==> src/uart_rx_consts.svh <==
// Constants for the asynchronous serial receiver
//
// Functional notes
// - Line sampled at sixteen ticks per bit; shift register advances once per bit.
// - Characters carry eight or nine data bits before being handed on.
// - Finished characters go straight into a two-entry FIFO.
// - Shift register and FIFO only reachable through the receive data register.
// - Receiver runs only with receive enable 1, clocked mode 0, port enable 1.
// - Reception starts on a falling edge of the line, the zero start bit.
// - Half a bit later recheck; if line high, drop silently and rearm.
// - Full bit time to each bit centre, majority vote, shift voted bit in.
// - Stop position sampled a bit later; zero sets framing error, else clears.
// - Right after stop bit, character enters FIFO and pending flag rises.
// - Reading receive data returns and removes the oldest character.
// - After an overrun no characters accepted until overrun is cleared.
// - Pending flag high while enabled with unread data; software cannot touch it.
// - Interrupt only when receive, peripheral and global enables and pending all set.
// - Pending flag ignores every interrupt enable.
// - Wide high-speed mode bit rate is clock over four times divisor plus one.
`ifndef UART_RX_CONSTS_SVH
`define UART_RX_CONSTS_SVH

`define RX_REG_CTRL    4'h0
`define RX_REG_BAUD    4'h1
`define RX_REG_DATA    4'h2
`define RX_REG_STATUS  4'h3
`define RX_REG_IRQEN   4'h4

`define CTRL_RX_EN     0
`define CTRL_SYNC      1
`define CTRL_PORT_EN   2
`define CTRL_NINE      3
`define CTRL_HISPEED   4
`define CTRL_WIDE      5

`define STAT_PENDING   0
`define STAT_OVERRUN   1
`define STAT_FRAMING   2
`define STAT_NINTH     3

`define IRQ_RX_EN      0
`define IRQ_PERIPH_EN  1
`define IRQ_GLOBAL_EN  2

`define CTRL_RESET     6'h00
`define BAUD_RESET     16'h0000
`define OVERSAMPLE     16
`define FIFO_DEPTH     2

`endif

==> src/uart_rx_pkg.sv <==
// Types for the asynchronous serial receiver
package uart_rx_pkg;

  typedef enum logic [1:0] {
    RX_IDLE,
    RX_START,
    RX_DATA,
    RX_STOP
  } rxState_t;

  typedef struct packed {
    logic       framing;
    logic [8:0] data;
  } rxChar_t;

  typedef struct packed {
    logic [3:0]  addr;
    logic [15:0] wdata;
    logic        wr;
    logic        rd;
  } regReq_t;

endpackage : uart_rx_pkg

==> src/uart_rx_fifo.sv <==
// Two-entry character store with registered read data
`timescale 1ns/10ps
`default_nettype none

module uart_rx_fifo #(
  parameter int DEPTH = 2
) (
  input  wire logic               clk,
  input  wire logic               rstN,
  input  wire logic               flush,
  input  wire logic               push,
  input  wire uart_rx_pkg::rxChar_t pushData,
  input  wire logic               pop,
  output var  uart_rx_pkg::rxChar_t headQ,
  output logic                    full,
  output logic                    empty
);

  typedef struct packed {
    uart_rx_pkg::rxChar_t [DEPTH-1:0] mem;
    logic [1:0]                       rdPtr;
    logic [1:0]                       wrPtr;
    logic [1:0]                       count;
    uart_rx_pkg::rxChar_t             head;
  } fifoState_t;

  fifoState_t sQ;
  fifoState_t sD;
  logic       doPush;
  logic       doPop;
  logic [1:0] nextRd;

  assign full  = (sQ.count == 2'(DEPTH));
  assign empty = (sQ.count == 2'h0);
  assign headQ = sQ.head;

  always_comb begin
    sD     = sQ;
    doPush = push && !full;
    doPop  = pop && !empty;
    nextRd = (sQ.rdPtr == 2'(DEPTH - 1)) ? 2'h0 : sQ.rdPtr + 2'h1;
    if (doPush) begin
      sD.mem[sQ.wrPtr] = pushData;
      sD.wrPtr = (sQ.wrPtr == 2'(DEPTH - 1)) ? 2'h0 : sQ.wrPtr + 2'h1;
    end
    if (doPop) begin
      sD.rdPtr = nextRd;
    end
    sD.count = sQ.count + {1'b0, doPush} - {1'b0, doPop};
    // Head register is loaded with the next state's oldest entry so the read port sees it with no extra cycle
    if (sD.count == 2'h0) begin
      sD.head = '0;
    end else if (sD.rdPtr == sQ.wrPtr && doPush) begin
      sD.head = pushData;
    end else begin
      sD.head = sQ.mem[sD.rdPtr];
    end
    if (flush) begin
      sD = '0;
    end
  end

  always_ff @(posedge clk or negedge rstN) begin
    if (!rstN) begin
      sQ <= '0;
    end else begin
      sQ <= sD;
    end
  end

endmodule : uart_rx_fifo

`default_nettype wire

==> src/async_uart_receiver.sv <==
// Asynchronous serial receiver with 16x oversampling and register port
//
// Our own choices: the register addresses and the plain strobed port.
`timescale 1ns/10ps
`default_nettype none
`include "uart_rx_consts.svh"

module async_uart_receiver (
  input  wire logic        clk,
  input  wire logic        rst_n,
  input  wire logic        rxPin,
  input  wire logic [3:0]  regAddr,
  input  wire logic [15:0] regWdata,
  input  wire logic        regWr,
  input  wire logic        regRd,
  output var  logic [15:0] regRdata,
  output logic             rxIrq
);

  typedef struct packed {
    logic [5:0]            ctrl;
    logic [15:0]           baud;
    logic [2:0]            irqEn;
    uart_rx_pkg::rxState_t state;
    logic [15:0]           tickCnt;
    logic [3:0]            phase;
    logic [3:0]            bitCnt;
    logic [8:0]            shift;
    logic [2:0]            votes;
    logic                  rxPrev;
    logic                  overrun;
    logic                  framing;
    logic                  ninth;
    logic [15:0]           rdata;
  } rxTop_t;

  rxTop_t sQ;
  rxTop_t sD;
  logic [1:0]  rstSyncQ;
  logic [16:0] divPlus;
  logic [14:0] tickLen;
  logic [15:0] tickReload;
  logic   rstN;
  logic   active;
  logic   tick;
  logic   fifoPush;
  logic   fifoPop;
  logic   fifoFull;
  logic   fifoEmpty;
  logic   pending;
  logic   majority;
  uart_rx_pkg::rxChar_t pushChar;
  uart_rx_pkg::rxChar_t headChar;

  // ------------------------------------------------------------
  // Reset release
  // ------------------------------------------------------------
  // Kept out of the state struct: it lives in the raw reset domain
  always_ff @(posedge clk or negedge rst_n) begin
    if (!rst_n) begin
      rstSyncQ <= 2'h0;
    end else begin
      rstSyncQ <= {rstSyncQ[0], 1'b1};
    end
  end
  assign rstN = rstSyncQ[1];

  function automatic logic vote3(input logic [2:0] v);
    vote3 = (v[0] & v[1]) | (v[1] & v[2]) | (v[0] & v[2]);
  endfunction : vote3

  assign active = sQ.ctrl[`CTRL_RX_EN] && !sQ.ctrl[`CTRL_SYNC] && sQ.ctrl[`CTRL_PORT_EN];
  assign pending = sQ.ctrl[`CTRL_RX_EN] && !fifoEmpty;
  assign rxIrq = pending && sQ.irqEn[`IRQ_RX_EN] && sQ.irqEn[`IRQ_PERIPH_EN]
                 && sQ.irqEn[`IRQ_GLOBAL_EN];
  assign majority = vote3({sQ.votes[1:0], rxPin});

  // ------------------------------------------------------------
  // Oversampling tick: one per sixteenth of a bit
  // ------------------------------------------------------------
  // Bit time is 4*(baud+1) clocks; a sixteenth of that is (baud+1)/4,
  // so divisors below 3 are clamped to one clock per tick.
  assign divPlus    = {1'b0, sQ.baud} + 17'h00001;
  assign tickLen    = divPlus[16:2];
  assign tickReload = (tickLen == 15'h0000) ? 16'h0000 : {1'b0, tickLen - 15'h0001};
  assign tick = (sQ.tickCnt == 16'h0000);

  assign fifoPop = regRd && regAddr == `RX_REG_DATA;
  assign pushChar.data = sQ.shift;
  assign pushChar.framing = !majority;

  // ------------------------------------------------------------
  // State update
  // ------------------------------------------------------------
  always_comb begin
    sD = sQ;
    fifoPush = 1'b0;
    sD.rxPrev = rxPin;
    if (tick || sQ.state == uart_rx_pkg::RX_IDLE) begin
      sD.tickCnt = tickReload;
    end else begin
      sD.tickCnt = sQ.tickCnt - 16'h0001;
    end
    if (tick) begin
      sD.phase = sQ.phase + 4'h1;
      sD.votes = {sQ.votes[1:0], rxPin};
    end
    case (sQ.state)
      uart_rx_pkg::RX_IDLE: begin
        if (active && !sQ.overrun && sQ.rxPrev && !rxPin) begin
          sD.state = uart_rx_pkg::RX_START;
          sD.phase = 4'h0;
        end
      end
      uart_rx_pkg::RX_START: begin
        if (tick && sQ.phase == 4'(`OVERSAMPLE / 2 - 1)) begin
          sD.phase = 4'h0;
          sD.bitCnt = 4'h0;
          sD.state = rxPin ? uart_rx_pkg::RX_IDLE : uart_rx_pkg::RX_DATA;
        end
      end
      uart_rx_pkg::RX_DATA: begin
        if (tick && sQ.phase == 4'(`OVERSAMPLE - 1)) begin
          sD.shift = sQ.ctrl[`CTRL_NINE] ? {majority, sQ.shift[8:1]} : {1'b0, majority, sQ.shift[7:1]};
          sD.bitCnt = sQ.bitCnt + 4'h1;
          if (sQ.bitCnt == (sQ.ctrl[`CTRL_NINE] ? 4'h8 : 4'h7)) begin
            sD.state = uart_rx_pkg::RX_STOP;
          end
        end
      end
      uart_rx_pkg::RX_STOP: begin
        if (tick && sQ.phase == 4'(`OVERSAMPLE - 1)) begin
          sD.state = uart_rx_pkg::RX_IDLE;
          if (fifoFull) begin
            sD.overrun = 1'b1;
          end else begin
            fifoPush = 1'b1;
          end
        end
      end
      default: sD.state = uart_rx_pkg::RX_IDLE;
    endcase

    // --------------------------------------------------------
    // Register port
    // --------------------------------------------------------
    if (regWr) begin
      case (regAddr)
        `RX_REG_CTRL:  sD.ctrl = regWdata[5:0];
        `RX_REG_BAUD:  sD.baud = regWdata;
        `RX_REG_IRQEN: sD.irqEn = regWdata[2:0];
        default: ;
      endcase
    end
    sD.rdata = 16'h0000;
    if (regRd) begin
      case (regAddr)
        `RX_REG_CTRL:   sD.rdata = {10'h000, sQ.ctrl};
        `RX_REG_BAUD:   sD.rdata = sQ.baud;
        `RX_REG_IRQEN:  sD.rdata = {13'h0000, sQ.irqEn};
        `RX_REG_DATA: begin
          sD.rdata = {7'h00, headChar.data};
          sD.framing = headChar.framing;
          sD.ninth = headChar.data[8];
        end
        `RX_REG_STATUS: sD.rdata = {12'h000, sQ.ninth, sQ.framing, sQ.overrun, pending};
        default:        sD.rdata = 16'h0000;
      endcase
    end
    if (!sQ.ctrl[`CTRL_RX_EN]) begin
      sD.state = uart_rx_pkg::RX_IDLE;
      sD.overrun = 1'b0;
    end
  end

  always_ff @(posedge clk or negedge rstN) begin
    if (!rstN) begin
      sQ.ctrl    <= `CTRL_RESET;
      sQ.baud    <= `BAUD_RESET;
      sQ.irqEn   <= 3'h0;
      sQ.state   <= uart_rx_pkg::RX_IDLE;
      sQ.tickCnt <= 16'h0000;
      sQ.phase   <= 4'h0;
      sQ.bitCnt  <= 4'h0;
      sQ.shift   <= 9'h000;
      sQ.votes   <= 3'h7;
      sQ.rxPrev  <= 1'b1;
      sQ.overrun <= 1'b0;
      sQ.framing <= 1'b0;
      sQ.ninth   <= 1'b0;
      sQ.rdata   <= 16'h0000;
    end else begin
      sQ.ctrl    <= sD.ctrl;
      sQ.baud    <= sD.baud;
      sQ.irqEn   <= sD.irqEn;
      sQ.state   <= sD.state;
      sQ.tickCnt <= sD.tickCnt;
      sQ.phase   <= sD.phase;
      sQ.bitCnt  <= sD.bitCnt;
      sQ.shift   <= sD.shift;
      sQ.votes   <= sD.votes;
      sQ.rxPrev  <= sD.rxPrev;
      sQ.overrun <= sD.overrun;
      sQ.framing <= sD.framing;
      sQ.ninth   <= sD.ninth;
      sQ.rdata   <= sD.rdata;
    end
  end

  assign regRdata = sQ.rdata;

  // ------------------------------------------------------------
  // Character store
  // ------------------------------------------------------------
  uart_rx_fifo #(
    .DEPTH (`FIFO_DEPTH)
  ) u_fifo (
    .clk      (clk),
    .rstN     (rstN),
    .flush    (!sQ.ctrl[`CTRL_RX_EN]),
    .push     (fifoPush),
    .pushData (pushChar),
    .pop      (fifoPop),
    .headQ    (headChar),
    .full     (fifoFull),
    .empty    (fifoEmpty)
  );

endmodule : async_uart_receiver

`default_nettype wire

==> config.mk <==
export PLATFORM = sky130hd
export DESIGN_NAME = async_uart_receiver
export DESIGN_NICKNAME = d
export VERILOG_FILES = /design/src/uart_rx_pkg.sv /design/src/uart_rx_fifo.sv /design/src/async_uart_receiver.sv
export VERILOG_INCLUDE_DIRS = /design/src /design/src/src
export SDC_FILE = /design/constraint.sdc
export NUM_CORES = 1
export LEC_CHECK = 0
export BUFFER_PORTS_ARGS = -buffer_cell sky130_fd_sc_hd__buf_2
export CORE_AREA = 5 5 151 153
export CTS_CLUSTER_SIZE = 25
export DETAILED_ROUTE_END_ITERATION = 6
export DIE_AREA = 0 0 156 158
export MAX_ROUTING_LAYER = met4
export PLACE_DENSITY_LB_ADDON = 0.12
export SLEW_MARGIN = 40
export SYNTH_ARGS = -nofsm -noshare
export SYNTH_HDL_FRONTEND = slang
export SYNTH_SLANG_ARGS = --single-unit
==> constraint.sdc <==
create_clock -name clk -period 10.3 [get_ports clk]
set_input_delay 2.06 -clock clk [delete_from_list [all_inputs] [get_ports clk]]
set_output_delay 2.06 -clock clk [all_outputs]
set_load 0.02 [all_outputs]
==> run_results.csv <==
group,metric,value,unit
placement,dp.cells,895,
grt,grtUsageMet1,17.8,%
timing,finalSetupViolCount,0,
pwr,vdd_drop_max,0.0978,mV
cts,clockBufferDepth,2,
routing,via_per_inst,5.00,
layout,final_cell_mix,"116 x dfrtp_1, 54 x nand2_1, 44 x o21ai_0",
pwr,p_sw_share,29.7,%
run,cap_violations,0,
synthesis,synth.area.top_cells,"dfrtp_1 47%, mux2_2 5.4%, o21ai_0 3.6%",
grt,grt_pass1_vias,4764,
layout,drive_gt1_share,19.5,%
grt,busiest_layer,"met2",
routing,postRouteAntennaNets,0,
timing,max_freq,228,MHz
synthesis,yosysWarnings,0,
synthesis,ys.flop_type,"dfrtp_1",
grt,grt_pass1_wl,26.7,mm
pwr,switching_power,432,µW
synthesis,synth.distinct_cells,70,
die,die_x,156,µm
routing,drc_errors,0,
die,core.rowCount,54,
placement,dp_hpwl,11.9,mm
layout,fillers,2191,
status,outcome,"completed",
cts,ctsResizeCount,0,
placement,io_buffer_count,41,
pwr,power,1.46,mW
grt,grt_use_total,14.3,%
cts,cts.hold.buffers_added,0,
routing,wl_per_cell,17.8,µm
synthesis,yosysTopAreaCellShare,46.9,%
layout,stdcell_count,928,
pwr,p_clk_share,41.3,%
timing,finalClockSkew,0.0109,ns
pwr,p_int,1.02,mW
die,die_area,24600,µm²
grt,antenna_found_initial,1,
critical_path,r2r_slack,7.06,ns
die,core-area,21400,µm²
routing,finalWirelength,16.5,mm
layout,area_delta_synth_final,16.2,%
grt,met3_usage,3.55,%
timing,period_minus_slack,4.39,ns
timing,rsz0062_at_grt,"no",
cts,clock_latency,0.41,ns
cts,numCtsBuffers,17,
critical_path,required,10.58,ns
timing,tightestPinTransition,0.756,ns
critical_path,path_class,"in2reg",
die,ioPinCount,42,
synthesis,synth-async-reset-ratio,100,%
critical_path,cpPeakStageDelay,0.61,ns
grt,grt_max_degree,53,
layout,final_common_cell,"dfrtp_1",
cts,clk_pin_slew_worst_paths,0.06,ns
critical_path,critical-path-slowest-cell,"or4b_1",
routing,first_iter_violations,281,
cts,post_cts_buffers,0,
synthesis,ys_ff_latch,120,
cts,clock-root-buffer,"clkbuf_16",
synthesis,syn_nets,646,
pwr,comb_power_share,16.2,%
pwr,p_leak,3.08,nW
critical_path,cp_cell_sequence,"buf_2, or4b_1, nor2_1, ha_1, inv_1, ha_1, xnor2_1, xnor2_1, o21ai_1, a21o_1, mux2i_1",
routing,dr.pass1.iters,5,
synthesis,syn_area_per_cell,10.2,µm²
grt,gr-total-overflow,0,
critical_path,worstSetupEndpointType,"flip-flop",
timing,max-slew-margin-rel,49.3,%
cts,cts_tree,"built",
pwr,seqPwrFrac,42.5,%
synthesis,synth_area_leader_cell,"dfrtp_1",
grt,gr-usage-met2,23.7,%
routing,routed-via-count,4642,
synthesis,postSynthCellCount,610,
layout,regArea,3010,µm²
min_path,hp-class,"reg2async",
timing,tns,0,ns
timing,min_period_over_period,42.6,%
placement,place_congestion,0.801,
critical_path,cp.arrival,4.67,ns
synthesis,netlist_area,6240,µm²
cts,cts_max_level,4,
die,die_y,158,µm
critical_path,cp-start-kind,"input pin",
timing,slew_viol_final,0,
layout,multiInputGateArea,2930,µm²
timing,finalHoldViolCount,0,
synthesis,yosysSeqAreaShare,48.2,%
layout,layout.nets,670,
critical_path,critPathMaxFanout,9,
cts,clock-sinks,120,
timing,whs,0.299,ns
pwr,cellPowerDensity,201,nW/µm²
synthesis,synth_edf_count,0,
die,initial_core_util,29.1,%
## layout make-up
| type | count | area share [%] |
|---|---|---|
| Sequential cell | 120 | 41.5 |
| Timing Repair Buffer | 48 | 3.73 |
| Clock inverter | 9 | 1.60 |
| Inverter | 21 | 1.09 |
| Tap cell | 280 | 4.83 |
| Antenna cell | 1 | 0.0345 |
| Clock buffer | 23 | 6.73 |
| Multi-Input combinational cell | 426 | 40.5 |
## Yosys cell counts (10+ instances only)
| library cell | count |
|---|---|
| nor2_1 | 33 |
| xor2_1 | 17 |
| clkbuf_1 | 17 |
| mux2i_1 | 22 |
| ha_1 | 11 |
| mux2_2 | 30 |
| nand3_1 | 30 |
| inv_1 | 21 |
| nor2b_1 | 17 |
| a21o_1 | 10 |
| dfrtp_1 | 117 |
| a21oi_1 | 14 |
| xnor2_1 | 15 |
| nand2_1 | 54 |
| buf_4 | 19 |
| o21ai_0 | 45 |
## per-layer routing
layer | wire length (µm) | share of wire, % | vias up
met5 | 0 | 0 | -
met4 | 176 | 1.1 | 0
met3 | 663 | 4.0 | 17
met2 | 8280 | 50 | 92
met1 | 7360 | 45 | 2312
li1 | - | - | 2221
## through the flow
step | worst slack (ns) | util, % | instance area [µm²]
finish | 5.91 | 33.9 | 7250
CTS | 5.95 | 33.8 | 7240
global route | 5.75 | 33.9 | 7250
floorplan | 5.92 | - | 6240
global placement | 5.33 | 30.8 | 6600
detailed placement | 5.54 | 31.0 | 6630
## power by group through the flow
stage,Sequential (mW),Clock (mW),Combinational [mW]
after detailed placement,0.625,0,0.240
after CTS,0.618,0.620,0.241
final,0.619,0.601,0.236
after global placement,0.626,0,0.231
after global routing,0.629,0.642,0.268
after floorplan,0.599,0,0.190
## sequential cells by signal, indices dropped and copies added (netlist names)
name          flops
regRdata         16
u_fifo.sQ        26
u_fifo.headQ     10
pushChar          9
rstSyncQ          2
sQ               57
## critical path: cells and delay by family
family / cells / cell delay, ns
adders and majority gates: 2 / 0.44
buffers and inverters: 2 / 0.20
AOI/OAI and AO/OA: 2 / 0.75
muxes: 1 / 0.07
and+or+nand+nor: 2 / 0.89
xor gates and xnor gates: 2 / 0.26
## path summary, 6_finish.rpt
path	startpoint	depth (start not counted)	end
setup / recovery	regAddr[0]	11	u_fifo.headQ[7]$_DFF_PN0_
hold / removal	rstSyncQ[1]$_DFF_PN0_	0	sQ[35]$_DFFE_PN0P_
setup reg to reg	sQ[40]$_DFF_PN0_	12	u_fifo.headQ[7]$_DFF_PN0_
hold reg to reg	rstSyncQ[1]$_DFF_PN0_	0	sQ[35]$_DFFE_PN0P_
max in group asynchronous	rst_n	1	rstSyncQ[1]$_DFF_PN0_
min in group clk	rstSyncQ[0]$_DFF_PN0_	0	rstSyncQ[1]$_DFF_PN0_
## logic make-up after synthesis
logic type / Yosys count / synth area share (%)
AOI/OAI and AO/OA: 120 / 12.6
muxes: 52 / 8.94
DFF: 120 / 48.2
other: 1 / 0.0601
buffers and inverters: 64 / 5.21
adders and majority gates: 11 / 2.21
and+or+nand+nor: 210 / 18.3
xor gates and xnor gates: 32 / 4.49
Power figures use the tool's default switching activity.
